[src/phycm_defines.vh]
// Register map, field positions, reset values and timing counts of the collision and mode block.
`ifndef PHYCM_DEFINES_VH
`define PHYCM_DEFINES_VH

// Register byte offsets.
`define PHYCM_OFF_CTRL 32'h0000_0000
`define PHYCM_OFF_STAT 32'h0000_0004
`define PHYCM_OFF_MASK 32'h0000_0008
`define PHYCM_OFF_STATE 32'h0000_000C
`define PHYCM_OFF_MRX 32'h0000_0010
`define PHYCM_OFF_MTX 32'h0000_0014

// Register indices used by the decoder.
`define PHYCM_IDX_CTRL 3'h0
`define PHYCM_IDX_STAT 3'h1
`define PHYCM_IDX_MASK 3'h2
`define PHYCM_IDX_STATE 3'h3
`define PHYCM_IDX_MRX 3'h4
`define PHYCM_IDX_MTX 3'h5
`define PHYCM_IDX_NONE 3'h7

// Control register fields.
`define PHYCM_CTRL_SPEED 0
`define PHYCM_CTRL_FDX 1
`define PHYCM_CTRL_SUPPRESS 2
`define PHYCM_CTRL_MDIO_DRV 3
`define PHYCM_CTRL_W 4
`define PHYCM_CTRL_RST 4'h0

// Event bits of the status and mask registers.
`define PHYCM_EV_COL 0
`define PHYCM_EV_MGMT 1
`define PHYCM_EV_HWRST 2
`define PHYCM_EV_W 3
`define PHYCM_MASK_RST 3'h0

// State register fields.
`define PHYCM_ST_COL 0
`define PHYCM_ST_SPEED 1
`define PHYCM_ST_RXACT 2
`define PHYCM_ST_TXEN 3
`define PHYCM_ST_SQE 4
`define PHYCM_ST_HWRST 5

// Timing in picoseconds and nanoseconds, with derived cycle counts.
`define PHYCM_CLK_PS 4000
`define PHYCM_RXC_FAST_PS 40000
`define PHYCM_RXC_SLOW_PS 400000
`define PHYCM_SQE_NS 1000
`define PHYCM_RXC_FAST_HALF (`PHYCM_RXC_FAST_PS / (2 * `PHYCM_CLK_PS))
`define PHYCM_RXC_SLOW_HALF (`PHYCM_RXC_SLOW_PS / (2 * `PHYCM_CLK_PS))
`define PHYCM_SQE_CYC ((`PHYCM_SQE_NS * 1000 + `PHYCM_CLK_PS - 1) / `PHYCM_CLK_PS)

// Management frame length in bits.
`define PHYCM_MGMT_BITS 32

`endif

[src/phycm_top.v]
// Collision, speed select, receive clock and management pin logic with an AHB-Lite register port.
//
// Notes on behaviour
// Speed select output is low for 10 Mb/s and high for 100 Mb/s.
// Block is held in reset while the active-low hardware reset pin is low; the code holds only the functional logic, and the register port keeps running.
// Collision asserts when receive activity is seen while transmit enable is high.
// At 10 Mb/s receive activity comes from the unsquelched receive signal.
// At 100 Mb/s activity means a 10-bit symbol holds two non-adjacent zeros.
// Collision output is not aligned to receive or transmit clocks; MAC synchronises it.
// In full duplex the collision output stays low.
// Collision asserts during the quality test unless the suppress bit is set.
// The station manager sources the management clock, never this block.
// Every management transfer is timed from management clock edges.
// The system supplies the 25 MHz reference clock; the code divides the receive clock from a 250 MHz system clock.
// Management data is driven and sampled only in step with the management clock; the code switches the output enable on the system clock.
// Receive clock is 25 MHz at 100 Mb/s and 2.5 MHz at 10 Mb/s.
`timescale 1ns/1ps
`include "phycm_defines.vh"
module phycm_top #(
    parameter RXC_FAST_HALF = `PHYCM_RXC_FAST_HALF,
    parameter RXC_SLOW_HALF = `PHYCM_RXC_SLOW_HALF,
    parameter SQE_CYC = `PHYCM_SQE_CYC
) (
    // Clock and reset.
    input wire clk_sys_i,
    input wire rst_i,
    // AHB-Lite slave.
    input wire hsel_i,
    input wire [31:0] haddr_i,
    input wire [1:0] htrans_i,
    input wire hwrite_i,
    input wire [2:0] hsize_i,
    input wire [31:0] hwdata_i,
    input wire hready_i,
    output wire hreadyout_o,
    output wire hresp_o,
    output wire [31:0] hrdata_o,
    // Interrupt.
    output wire irq_o,
    // Hardware reset pin.
    input wire hw_reset_low_i,
    // Medium and MAC side.
    input wire tx_en_i,
    input wire rx_unsq_i,
    input wire [9:0] rx_sym_i,
    input wire rx_sym_vld_i,
    output wire col_o,
    output wire speed_select_out_o,
    output wire rx_clk_o,
    // Management pins.
    input wire mdc_i,
    input wire mdio_i,
    output wire mdio_o,
    output wire mdio_oe_n_o
);
    // Decodes a byte address to a register index.
    function [2:0] dec_idx;
        input [31:0] addr;
        begin
            if (addr == `PHYCM_OFF_CTRL) begin
                dec_idx = `PHYCM_IDX_CTRL;
            end else if (addr == `PHYCM_OFF_STAT) begin
                dec_idx = `PHYCM_IDX_STAT;
            end else if (addr == `PHYCM_OFF_MASK) begin
                dec_idx = `PHYCM_IDX_MASK;
            end else if (addr == `PHYCM_OFF_STATE) begin
                dec_idx = `PHYCM_IDX_STATE;
            end else if (addr == `PHYCM_OFF_MRX) begin
                dec_idx = `PHYCM_IDX_MRX;
            end else if (addr == `PHYCM_OFF_MTX) begin
                dec_idx = `PHYCM_IDX_MTX;
            end else begin
                dec_idx = `PHYCM_IDX_NONE;
            end
        end
    endfunction

    // True when two zeros of the symbol are separated by at least one bit.
    function split_zeros;
        input [9:0] sym;
        integer i;
        integer j;
        begin
            split_zeros = 1'b0;
            for (i = 0; i < 10; i = i + 1) begin
                for (j = i + 2; j < 10; j = j + 1) begin
                    if (!sym[i] && !sym[j]) begin
                        split_zeros = 1'b1;
                    end
                end
            end
        end
    endfunction

    wire [4:0] sync_w;
    wire hwrst_n_s;
    wire tx_en_s;
    wire rx_unsq_s;
    wire mdc_s;
    wire mdio_s;

    phycm_sync #(
        .W(5)
    ) u_sync (
        .clk_sys_i(clk_sys_i),
        .rst_i(rst_i),
        .async_i({hw_reset_low_i, tx_en_i, rx_unsq_i, mdc_i, mdio_i}),
        .sync_o(sync_w)
    );
    assign hwrst_n_s = sync_w[4];
    assign tx_en_s = sync_w[3];
    assign rx_unsq_s = sync_w[2];
    assign mdc_s = sync_w[1];
    assign mdio_s = sync_w[0];

    // Functional logic is held while either reset is active.
    wire fr = rst_i | ~hwrst_n_s;

    // Bus and register state.
    reg hreadyout_ff;
    reg [31:0] hrdata_ff;
    reg wr_pend_ff;
    reg [2:0] wr_idx_ff;
    reg [`PHYCM_CTRL_W-1:0] ctrl_ff;
    reg [`PHYCM_EV_W-1:0] stat_ff;
    reg [`PHYCM_EV_W-1:0] mask_ff;
    reg irq_ff;
    reg [31:0] mtx_ff;
    reg [31:0] mrx_ff;

    // Functional state.
    reg hwrst_d_ff;
    reg tx_en_d_ff;
    reg mdc_d_ff;
    reg sym_act_ff;
    reg [15:0] sqe_cnt_ff;
    reg col_ff;
    reg speed_ff;
    reg rxc_ff;
    reg [7:0] rxc_cnt_ff;
    reg [31:0] sh_rx_ff;
    reg [31:0] sh_tx_ff;
    reg [4:0] bit_cnt_ff;
    reg mdio_o_ff;
    reg mdio_oe_n_ff;

    wire ahb_take = hsel_i & htrans_i[1] & hready_i;
    wire [2:0] a_idx = dec_idx(haddr_i);
    wire rd_stat = ahb_take & ~hwrite_i & (a_idx == `PHYCM_IDX_STAT);
    wire mtx_wr = wr_pend_ff & (wr_idx_ff == `PHYCM_IDX_MTX);

    wire mdc_rise = mdc_s & ~mdc_d_ff;
    wire mdc_fall = ~mdc_s & mdc_d_ff;
    wire frame_done = mdc_rise & (bit_cnt_ff == 5'h1F);

    wire sqe_on = (sqe_cnt_ff != 16'h0000);
    wire rx_act = ctrl_ff[`PHYCM_CTRL_SPEED] ? sym_act_ff : rx_unsq_s;
    wire col_src = (tx_en_s & rx_act) | (sqe_on & ~ctrl_ff[`PHYCM_CTRL_SUPPRESS]);
    wire nxt_col = ~fr & ~ctrl_ff[`PHYCM_CTRL_FDX] & col_src;

    wire [`PHYCM_EV_W-1:0] ev;
    assign ev[`PHYCM_EV_COL] = nxt_col & ~col_ff;
    assign ev[`PHYCM_EV_MGMT] = ~fr & frame_done;
    assign ev[`PHYCM_EV_HWRST] = hwrst_n_s & ~hwrst_d_ff;

    // Set wins over the read clear.
    wire [`PHYCM_EV_W-1:0] nxt_stat = (rd_stat ? {`PHYCM_EV_W{1'b0}} : stat_ff) | ev;

    wire [7:0] rxc_half = ctrl_ff[`PHYCM_CTRL_SPEED] ? RXC_FAST_HALF[7:0] : RXC_SLOW_HALF[7:0];

    reg [31:0] rd_val;
    always @* begin
        rd_val = 32'h0000_0000;
        if (a_idx == `PHYCM_IDX_CTRL) begin
            rd_val[`PHYCM_CTRL_W-1:0] = ctrl_ff;
        end else if (a_idx == `PHYCM_IDX_STAT) begin
            rd_val[`PHYCM_EV_W-1:0] = stat_ff;
        end else if (a_idx == `PHYCM_IDX_MASK) begin
            rd_val[`PHYCM_EV_W-1:0] = mask_ff;
        end else if (a_idx == `PHYCM_IDX_STATE) begin
            rd_val[`PHYCM_ST_COL] = col_ff;
            rd_val[`PHYCM_ST_SPEED] = speed_ff;
            rd_val[`PHYCM_ST_RXACT] = rx_act;
            rd_val[`PHYCM_ST_TXEN] = tx_en_s;
            rd_val[`PHYCM_ST_SQE] = sqe_on;
            rd_val[`PHYCM_ST_HWRST] = ~hwrst_n_s;
        end else if (a_idx == `PHYCM_IDX_MRX) begin
            rd_val = mrx_ff;
        end else if (a_idx == `PHYCM_IDX_MTX) begin
            rd_val = mtx_ff;
        end
    end

    // Register port: writes take two data-phase cycles so a following read sees them.
    always @(posedge clk_sys_i) begin
        if (rst_i) begin
            hreadyout_ff <= 1'b1;
            hrdata_ff <= 32'h0000_0000;
            wr_pend_ff <= 1'b0;
            wr_idx_ff <= `PHYCM_IDX_NONE;
            ctrl_ff <= `PHYCM_CTRL_RST;
            stat_ff <= {`PHYCM_EV_W{1'b0}};
            mask_ff <= `PHYCM_MASK_RST;
            irq_ff <= 1'b0;
            mtx_ff <= 32'h0000_0000;
        end else begin
            stat_ff <= nxt_stat;
            irq_ff <= |(nxt_stat & mask_ff);
            if (wr_pend_ff) begin
                wr_pend_ff <= 1'b0;
                hreadyout_ff <= 1'b1;
                if (wr_idx_ff == `PHYCM_IDX_CTRL) begin
                    ctrl_ff <= hwdata_i[`PHYCM_CTRL_W-1:0];
                end else if (wr_idx_ff == `PHYCM_IDX_MASK) begin
                    mask_ff <= hwdata_i[`PHYCM_EV_W-1:0];
                end else if (wr_idx_ff == `PHYCM_IDX_MTX) begin
                    mtx_ff <= hwdata_i;
                end
            end else if (ahb_take && hwrite_i) begin
                wr_pend_ff <= 1'b1;
                wr_idx_ff <= a_idx;
                hreadyout_ff <= 1'b0;
            end else if (ahb_take) begin
                hrdata_ff <= rd_val;
            end
        end
    end

    // Collision, speed select and quality test timing.
    always @(posedge clk_sys_i) begin
        if (fr) begin
            hwrst_d_ff <= hwrst_n_s;
            tx_en_d_ff <= 1'b0;
            sym_act_ff <= 1'b0;
            sqe_cnt_ff <= 16'h0000;
            col_ff <= 1'b0;
            speed_ff <= 1'b0;
        end else begin
            hwrst_d_ff <= hwrst_n_s;
            tx_en_d_ff <= tx_en_s;
            if (rx_sym_vld_i) begin
                sym_act_ff <= split_zeros(rx_sym_i);
            end
            if (tx_en_d_ff && !tx_en_s && !ctrl_ff[`PHYCM_CTRL_FDX]) begin
                sqe_cnt_ff <= SQE_CYC[15:0];
            end else if (sqe_on) begin
                sqe_cnt_ff <= sqe_cnt_ff - 16'h0001;
            end
            col_ff <= nxt_col;
            speed_ff <= ctrl_ff[`PHYCM_CTRL_SPEED];
        end
    end

    // Receive clock divided from the system clock.
    always @(posedge clk_sys_i) begin
        if (fr) begin
            rxc_ff <= 1'b0;
            rxc_cnt_ff <= 8'h00;
        end else if (rxc_cnt_ff >= rxc_half - 8'h01) begin
            rxc_ff <= ~rxc_ff;
            rxc_cnt_ff <= 8'h00;
        end else begin
            rxc_cnt_ff <= rxc_cnt_ff + 8'h01;
        end
    end

    // Management shifter: sample on clock rise, drive on clock fall.
    always @(posedge clk_sys_i) begin
        if (fr) begin
            mdc_d_ff <= mdc_s;
            sh_rx_ff <= 32'h0000_0000;
            sh_tx_ff <= 32'h0000_0000;
            bit_cnt_ff <= 5'h00;
            mrx_ff <= 32'h0000_0000;
            mdio_o_ff <= 1'b1;
            mdio_oe_n_ff <= 1'b1;
        end else begin
            mdc_d_ff <= mdc_s;
            mdio_oe_n_ff <= ~ctrl_ff[`PHYCM_CTRL_MDIO_DRV];
            if (mdc_rise) begin
                sh_rx_ff <= {sh_rx_ff[30:0], mdio_s};
                bit_cnt_ff <= bit_cnt_ff + 5'h01;
                if (frame_done) begin
                    mrx_ff <= {sh_rx_ff[30:0], mdio_s};
                end
            end
            if (mtx_wr) begin
                sh_tx_ff <= hwdata_i;
            end else if (mdc_fall) begin
                mdio_o_ff <= sh_tx_ff[31];
                sh_tx_ff <= {sh_tx_ff[30:0], 1'b1};
            end
        end
    end

    assign hreadyout_o = hreadyout_ff;
    assign hresp_o = 1'b0;
    assign hrdata_o = hrdata_ff;
    assign irq_o = irq_ff;
    assign col_o = col_ff;
    assign speed_select_out_o = speed_ff;
    assign rx_clk_o = rxc_ff;
    assign mdio_o = mdio_o_ff;
    assign mdio_oe_n_o = mdio_oe_n_ff;
endmodule // phycm_top

[src/phycm_sync.v]
// Two-flop synchroniser for a group of asynchronous input levels.
`timescale 1ns/1ps
module phycm_sync #(
    parameter W = 5
) (
    // Clock and reset.
    input wire clk_sys_i,
    input wire rst_i,
    // Asynchronous levels in, synchronised levels out.
    input wire [W-1:0] async_i,
    output wire [W-1:0] sync_o
);
    reg [W-1:0] meta_ff;
    reg [W-1:0] sync_ff;

    always @(posedge clk_sys_i) begin
        if (rst_i) begin
            meta_ff <= {W{1'b0}};
            sync_ff <= {W{1'b0}};
        end else begin
            meta_ff <= async_i;
            sync_ff <= meta_ff;
        end
    end

    assign sync_o = sync_ff;
endmodule // phycm_sync

[config.mk]
export PLATFORM = sky130hd
export DESIGN_NAME = phycm_top
export DESIGN_NICKNAME = d
export VERILOG_FILES = /design/src/phycm_top.v /design/src/phycm_sync.v
export VERILOG_INCLUDE_DIRS = /design/src /design/src/src
export SDC_FILE = /design/constraint.sdc
export NUM_CORES = 1
export LEC_CHECK = 0
export BUFFER_PORTS_ARGS = -buffer_cell sky130_fd_sc_hd__buf_2
export CAP_MARGIN = 20
export CORE_UTILIZATION = 50
export CTS_CLUSTER_DIAMETER = 60
export DETAILED_ROUTE_END_ITERATION = 10
export PLACE_DENSITY = 0.85
export SLEW_MARGIN = 20
export SYNTH_ARGS = -nofsm -noshare
export SYNTH_HDL_FRONTEND = slang
export SYNTH_HIERARCHICAL = 1
export SYNTH_SLANG_ARGS = --single-unit
export TNS_END_PERCENT = 30
[constraint.sdc]
create_clock -name clk_sys_i -period 2.4 [get_ports clk_sys_i]
set_clock_uncertainty 0.2 [all_clocks]
set_input_delay 0.12 -clock clk_sys_i [delete_from_list [all_inputs] [get_ports clk_sys_i]]
set_output_delay 0.12 -clock clk_sys_i [all_outputs]
set_load 0.1 [all_outputs]
==> results of run 1 <==
[power groups by stage]
| stage | Sequential [uW] | Combinational [uW] | Clock (uW) |
|---|---|---|---|
| after floorplan | 3840 | 373 | 0 |
| after global placement | 3830 | 552 | 0 |
| after detailed placement | 3830 | 561 | 0 |
| after CTS | 3750 | 630 | 4350 |
| after global routing | 3750 | 699 | 4510 |
| final | 3750 | 638 | 4320 |
[placed cells by master (no fill, tap or decap), drive strengths merged, types with 5 or more instances in the layout]
cell type / count
a21oi: 120
a22o: 33
a22oi: 29
a31oi: 5
buf: 147
bufinv: 7
clkbuf: 31
dfxtp: 223
dlygate4sd3: 55
ha: 8
inv: 14
mux2: 62
mux2i: 6
nand2: 176
nand2b: 7
nand3: 16
nand4: 9
nor2: 78
nor2b: 15
nor3: 12
nor4: 11
o21ai: 9
xnor2: 7
xor2: 15
[cell type report]
cell class | count | area [um^2] | share of cell area [%]
timing repair buffer | 202 | 1370 | 12.1
multi-input combinational | 665 | 4210 | 37.2
clock buffer | 31 | 698 | 6.17
sequential | 223 | 4460 | 39.4
inverter | 12 | 45.0 | 0.398
clock inverter | 13 | 253 | 2.23
tap | 225 | 282 | 2.49
[metrics by stage]
step,cell area [um^2],cells
global route,11300,1371
finish,11300,1371
floorplan,8990,964
detailed placement,9810,1271
CTS,11300,1370
global placement,9810,1271
[metal layers]
layer | vias to the layer above | share of wire, %
met4 | 0 | 2.0
li1 | 3676 | -
met3 | 42 | 6.1
met2 | 270 | 49
met5 | - | 0
met1 | 3579 | 43
[critical path, stage by stage, from the launching register on]
cell	delay (ns)
dfxtp_1	0.47
nor2_2	0.10
a21oi_1	0.17
dlygate4sd3_1	0.58
o21bai_1	0.09
dlygate4sd3_1	0.56
[worst paths after layout]
| check | slack (ns) | endpoint | start |
|---|---|---|---|
| worst min-delay path | 0.08 | hrdata_o[1]$_SDFFE_PP0P_ | haddr_i[13] |
| worst max-delay path | 0.12 | wr_idx_ff[2]$_SDFFE_PP1P_ | wr_pend_ff$_SDFF_PP0_ |
| worst min register to register | 0.18 | mdc_d_ff$_DFF_P_ | u_sync/sync_o[1]$_SDFF_PP0_ |
| worst max register to register | 0.12 | wr_idx_ff[2]$_SDFFE_PP1P_ | wr_pend_ff$_SDFF_PP0_ |
[registers in the layout, indices dropped and copies added (netlist names), 3 cells and up]
| register | cells |
|---|---|
| hrdata_o | 32 |
| mrx_ff | 32 |
| mtx_ff | 32 |
| sh_tx_ff | 32 |
| sh_rx_ff | 31 |
| sqe_cnt_ff | 16 |
| rxc_cnt_ff | 8 |
| bit_cnt_ff | 5 |
| u_sync/meta_ff | 5 |
| u_sync/sync_o | 5 |
| ctrl_ff | 4 |
| mask_ff | 3 |
| stat_ff | 3 |
| wr_idx_ff | 3 |
[what timing repair did]
action / 4_1_cts / 5_1_grt
gates resized for setup: 0 / 2
endpoints found under the hold margin: 97 / 0
setup buffers: 0 / 1
endpoints found under the setup margin: 0 / 8
hold buffers: 55 / 0
[kinds of logic after synthesis]
| logic type | Yosys count | share of synthesized area [%] |
|---|---|---|
| other | 1 | 0.0417 |
| adders and majority gates | 8 | 1.11 |
| and+or+nand+nor | 348 | 18.3 |
| xor gates and xnor gates | 22 | 2.15 |
| DFF | 223 | 49.7 |
| AOI/OAI and AO/OA | 216 | 16.3 |
| buffers and inverters | 76 | 3.69 |
| muxes | 69 | 8.69 |
==> run_results.csv, run 1 <==
group,metric,value,unit
timing,setup_ws,0.123,ns
clock_network,tritoncts,"yes",
placement,gp_congestion,0.935,
clock_network,cts_htree_levels,1,
synthesis,synth_area_leader_cell,"dfxtp_1",
pwr,p_comb_share,7.3,%
cells_and_area,final_core_utilization,65.0,%
clock_network,clock-sinks,223,
die,io-pin-count,130,
pwr,leakage,0.00435,uW
synthesis,ys_top_cells_by_count,"dfxtp_1, nand2_1, a21oi_1",
placement,post-place-ws,0.121,ns
clock_network,numCtsBuffers,24,
global_route,grt_pass1_vias,7344,
setup_path,endpoint_kind,"flop",
routing,vias,7567,
setup_path,critPathArrivalTime,2.47,ns
timing,slew_headroom,54.1,%
global_route,busiest_layer,"met2",
placement,dp.final_hpwl,13400,um
placement,io_buffer_count,124,
timing,fin_crit,2.28,ns
synthesis,synth_edf_count,0,
synthesis,synth_top_area_share,49.7,%
die,core-area,17400,um^2
die,die-area,18500,um^2
run_status,status,"finished, final reports clean",
synthesis,ys_async_sr_fraction,0,%
global_route,grt_util_met2,41.5,%
cells_and_area,area_growth,26.0,%
timing,whs,0.0775,ns
pwr,seq_power_share,43.0,%
cells_and_area,nets,1226,
clock_network,clockRootBuffer,"clkbuf_16",
run,drv_cap,0,
global_route,grt_pass1_wl,35300,um
routing,initialDrtViolationCount,546,
cells_and_area,n_fill_cell,1296,
timing,setup_violations,0,
die,die_h,136,um
global_route,grtUsageMet1,30.1,%
pwr,switching_power,1880,uW
pwr,finalPower,8700,uW
routing,firstDrtPassIters,5,
timing,finalCritPeriodShare,94.9,%
timing,worst_pin_slew,0.687,ns
routing,routed_wl,21800,um
clock_network,cts.clk_slew.worst_paths,0.06,ns
synthesis,synthTopCellsByArea,"dfxtp_1, mux2_2, nand2_1, a21oi_1, a22o_1",
global_route,gr-total-overflow,0,
synthesis,synthCells,963,
hold_path,hold_class,"input port to flop",
timing,fin_setup_tns,0,ns
routing,post_drt_wl_per_cell,15.9,um
global_route,antenna_found_initial,0,
cells_and_area,insertedDiodeCount,0,
pwr,clockPowerShare,49.6,%
routing,drc_errors,0,
setup_path,critPathRequiredTime,2.59,ns
setup_path,crit_fanout,8,
synthesis,synth_ff_type,"dfxtp_1",
die,die_x,136,um
timing,timing.fmax,439,MHz
synthesis,ys_ff_latch,223,
pwr,irDropWorstVdd,584,uV
timing,rsz0062_at_grt,"no",
synthesis,yosysUniqueCellTypes,63,
setup_path,reg2reg_depth,5,
die,rows,48,
setup_path,crit_type,"flop to flop",
synthesis,synth_area_per_cell,9.33,um^2
timing,finalHoldViolations,0,
routing,avgViaCountPerCell,5.52,
setup_path,critPathLaunchType,"flop",
synthesis,yosys_warnings,6,
global_route,grt_max_degree,65,
synthesis,synth_area,8980,um^2
hold_path,whs_path_depth,6,
synthesis,yosysMostFrequentCell,"dfxtp_1",
global_route,grt_usage,23.6,%
pwr,internal-power,6820,uW
cells_and_area,drive_above_1_share,27.1,%
clock_network,clock_tree.buffer_depth,3,
global_route,grt_use_met3,3.17,%
routing,postRouteAntennaNets,0,
timing,slew_viol_final,0,
die,start_util,51.6,%
pwr,p_sw_share,21.6,%
clock_network,insertion_delay,0.50,ns
synthesis,yosysSeqAreaShare,49.7,%
pwr,power_density,769,nW/um^2
Power figures use the tool's default switching activity.
==> run 2: changes to the inputs <==
--- a/config.mk
+++ b/config.mk
@@ -8,10 +8,10 @@
 export LEC_CHECK = 0
 export BUFFER_PORTS_ARGS = -buffer_cell sky130_fd_sc_hd__buf_2
 export CAP_MARGIN = 20
-export CORE_UTILIZATION = 50
+export CORE_UTILIZATION = 51
 export CTS_CLUSTER_DIAMETER = 60
 export DETAILED_ROUTE_END_ITERATION = 10
-export PLACE_DENSITY = 0.85
+export PLACE_DENSITY_LB_ADDON = 0.1
 export SLEW_MARGIN = 20
 export SYNTH_ARGS = -nofsm -noshare
 export SYNTH_HDL_FRONTEND = slang
==> run 2 against run 1 <==
Worst setup slack lost 0.044 ns. Fmax fell by 1.9%. Sequential share of layout area increased by 0.77 points. Total power decreased by 11%. Routed wire length down 3.7%. Utilization decreased by 0.58 points. Clock power shrank 22%. Cell area fell by 1.9%. Highest routed layer unchanged. First-iteration DRC count down 39%. Non-clock buffer count fell by 1. Combinational power about the same.
==> run_results.csv, run 2 (same netlist as run 1, synthesis figures left out) <==
group,metric,value,unit
setup_path,critPathLaunchType,"flop",
pwr,internal-power,6010,uW
clock_network,cts_setup_buffers,0,
routing,vias,7266,
pwr,p_sw_share,22.7,%
setup_path,reg2reg_depth,6,
setup_path,crit_type,"flop to flop",
placement,io_buffer_count,124,
timing,slew_viol_final,0,
hold_path,whs_path_depth,6,
setup_path,crit_fanout,8,
pwr,switching_power,1760,uW
pwr,p_comb_share,8.2,%
run_status,status,"finished, final reports clean",
routing,routed_wl,21000,um
routing,post_drt_wl_per_cell,15.4,um
global_route,grt_max_degree,72,
clock_network,cts_htree_levels,1,
global_route,antenna_found_initial,0,
die,io-pin-count,130,
timing,finalHoldViolations,0,
cells_and_area,final_cells,1365,
timing,setup_violations,0,
pwr,leakage,0.00423,uW
timing,worst_pin_slew,0.858,ns
cells_and_area,nets,1224,
routing,drc_errors,0,
die,start_util,52.1,%
timing,fin_crit,2.32,ns
global_route,grt_pass1_vias,6909,
pwr,finalPower,7770,uW
die,rows,48,
hold_path,hold_class,"input port to flop",
routing,avgViaCountPerCell,5.32,
clock_network,clock_tree.buffer_depth,3,
timing,timing.fmax,431,MHz
global_route,grt_usage,23.2,%
cells_and_area,area_growth,23.6,%
timing,slew_headroom,42.8,%
placement,dp.final_hpwl,13500,um
pwr,irDropWorstVdd,615,uV
global_route,gr-total-overflow,0,
pwr,seq_power_share,48.2,%
cells_and_area,final_common_cell,"dfxtp_1",
routing,initialDrtViolationCount,335,
cells_and_area,insertedDiodeCount,0,
cells_and_area,n_fill_cell,1438,
clock_network,cts.clk_slew.worst_paths,0.06,ns
cells_and_area,drive_above_1_share,26.8,%
pwr,power_density,700,nW/um^2
run,drv_cap,0,
clock_network,numCtsBuffers,23,
clock_network,tritoncts,"yes",
die,core-area,17200,um^2
routing,firstDrtPassIters,5,
clock_network,clockRootBuffer,"clkbuf_16",
placement,gp_congestion,0.861,
global_route,grt_pass1_wl,34000,um
pwr,clockPowerShare,43.6,%
cells_and_area,final_cell_mix,"dfxtp_1, nand2_1, buf_2",
setup_path,critPathArrivalTime,2.50,ns
routing,postRouteAntennaNets,0,
die,die_h,135,um
clock_network,clock-sinks,223,
placement,place_inst,1274,
setup_path,critPathRequiredTime,2.58,ns
clock_network,insertion_delay,0.50,ns
timing,finalCritPeriodShare,96.7,%
setup_path,endpoint_kind,"flop",
timing,whs,0.0464,ns
die,die_x,135,um
cells_and_area,final_core_utilization,64.4,%
die,die-area,18100,um^2
[run 2: routing by layer]
metal | share of wire, % | GRT usage [%] | vias up
met5 | 0 | 0 | -
met1 | 47 | 31.6 | 3387
met2 | 46 | 39.1 | 175
met3 | 5.2 | 3.34 | 27
li1 | - | - | 3677
met4 | 1.5 | 4.81 | 0
[run 2: worst paths after layout]
kind | start | slack (ns) | endpoint
worst max register to register | wr_pend_ff$_SDFF_PP0_ | 0.08 | wr_idx_ff[1]$_SDFFE_PP1P_
worst min-delay path | haddr_i[17] | 0.05 | hrdata_o[1]$_SDFFE_PP0P_
worst min register to register | u_sync/sync_o[1]$_SDFF_PP0_ | 0.19 | mdc_d_ff$_DFF_P_
worst max-delay path | wr_pend_ff$_SDFF_PP0_ | 0.08 | wr_idx_ff[1]$_SDFFE_PP1P_
[run 2: area by class of cell]
cell class                      instances  area [um^2]  area share [%]
Timing Repair Buffer                  201         1370            12.3
Sequential cell                       223         4460            40.2
Clock inverter                          4         48.8           0.439
Inverter                               12         45.0           0.406
Tap cell                              225          282            2.54
Multi-Input combinational cell        665         4230            38.1
Clock buffer                           35          661            5.95
[run 2: critical path: stages (launching register included)]
cell and delay [ns]:
dfxtp_1 0.38, nor2_2 0.17, dlygate4sd3_1 0.58, nand2_2 0.10, nor3_1 0.14, o21bai_1 0.08, dlygate4sd3_1 0.55
[run 2: repair_timing]
| item | CTS | global route |
|---|---|---|
| gates resized for setup | 0 | 7 |
| setup endpoints to repair | 0 | 9 |
| endpoints found under the hold margin | 100 | 0 |
| hold buffers | 52 | 0 |
[run 2: power by group through the flow]
stage	sequential [uW]	clock, uW	combinational (uW)
final	3750	3390	637
after global routing	3750	3600	694
after CTS	3750	3450	634
after detailed placement	3830	0	572
after global placement	3830	0	567
after floorplan	3840	0	373
[run 2: through the flow]
step	setup slack [ns]	cell area [um^2]	setup TNS, ns
3_5_place_dp	0.0589	9840	0
2_1_floorplan	0.114	8990	0
4_1_cts	0.0520	11100	0
6_report	0.0793	11100	0
5_1_grt	-0.0236	11100	-0.0236
3_3_place_gp	0.142	9840	0
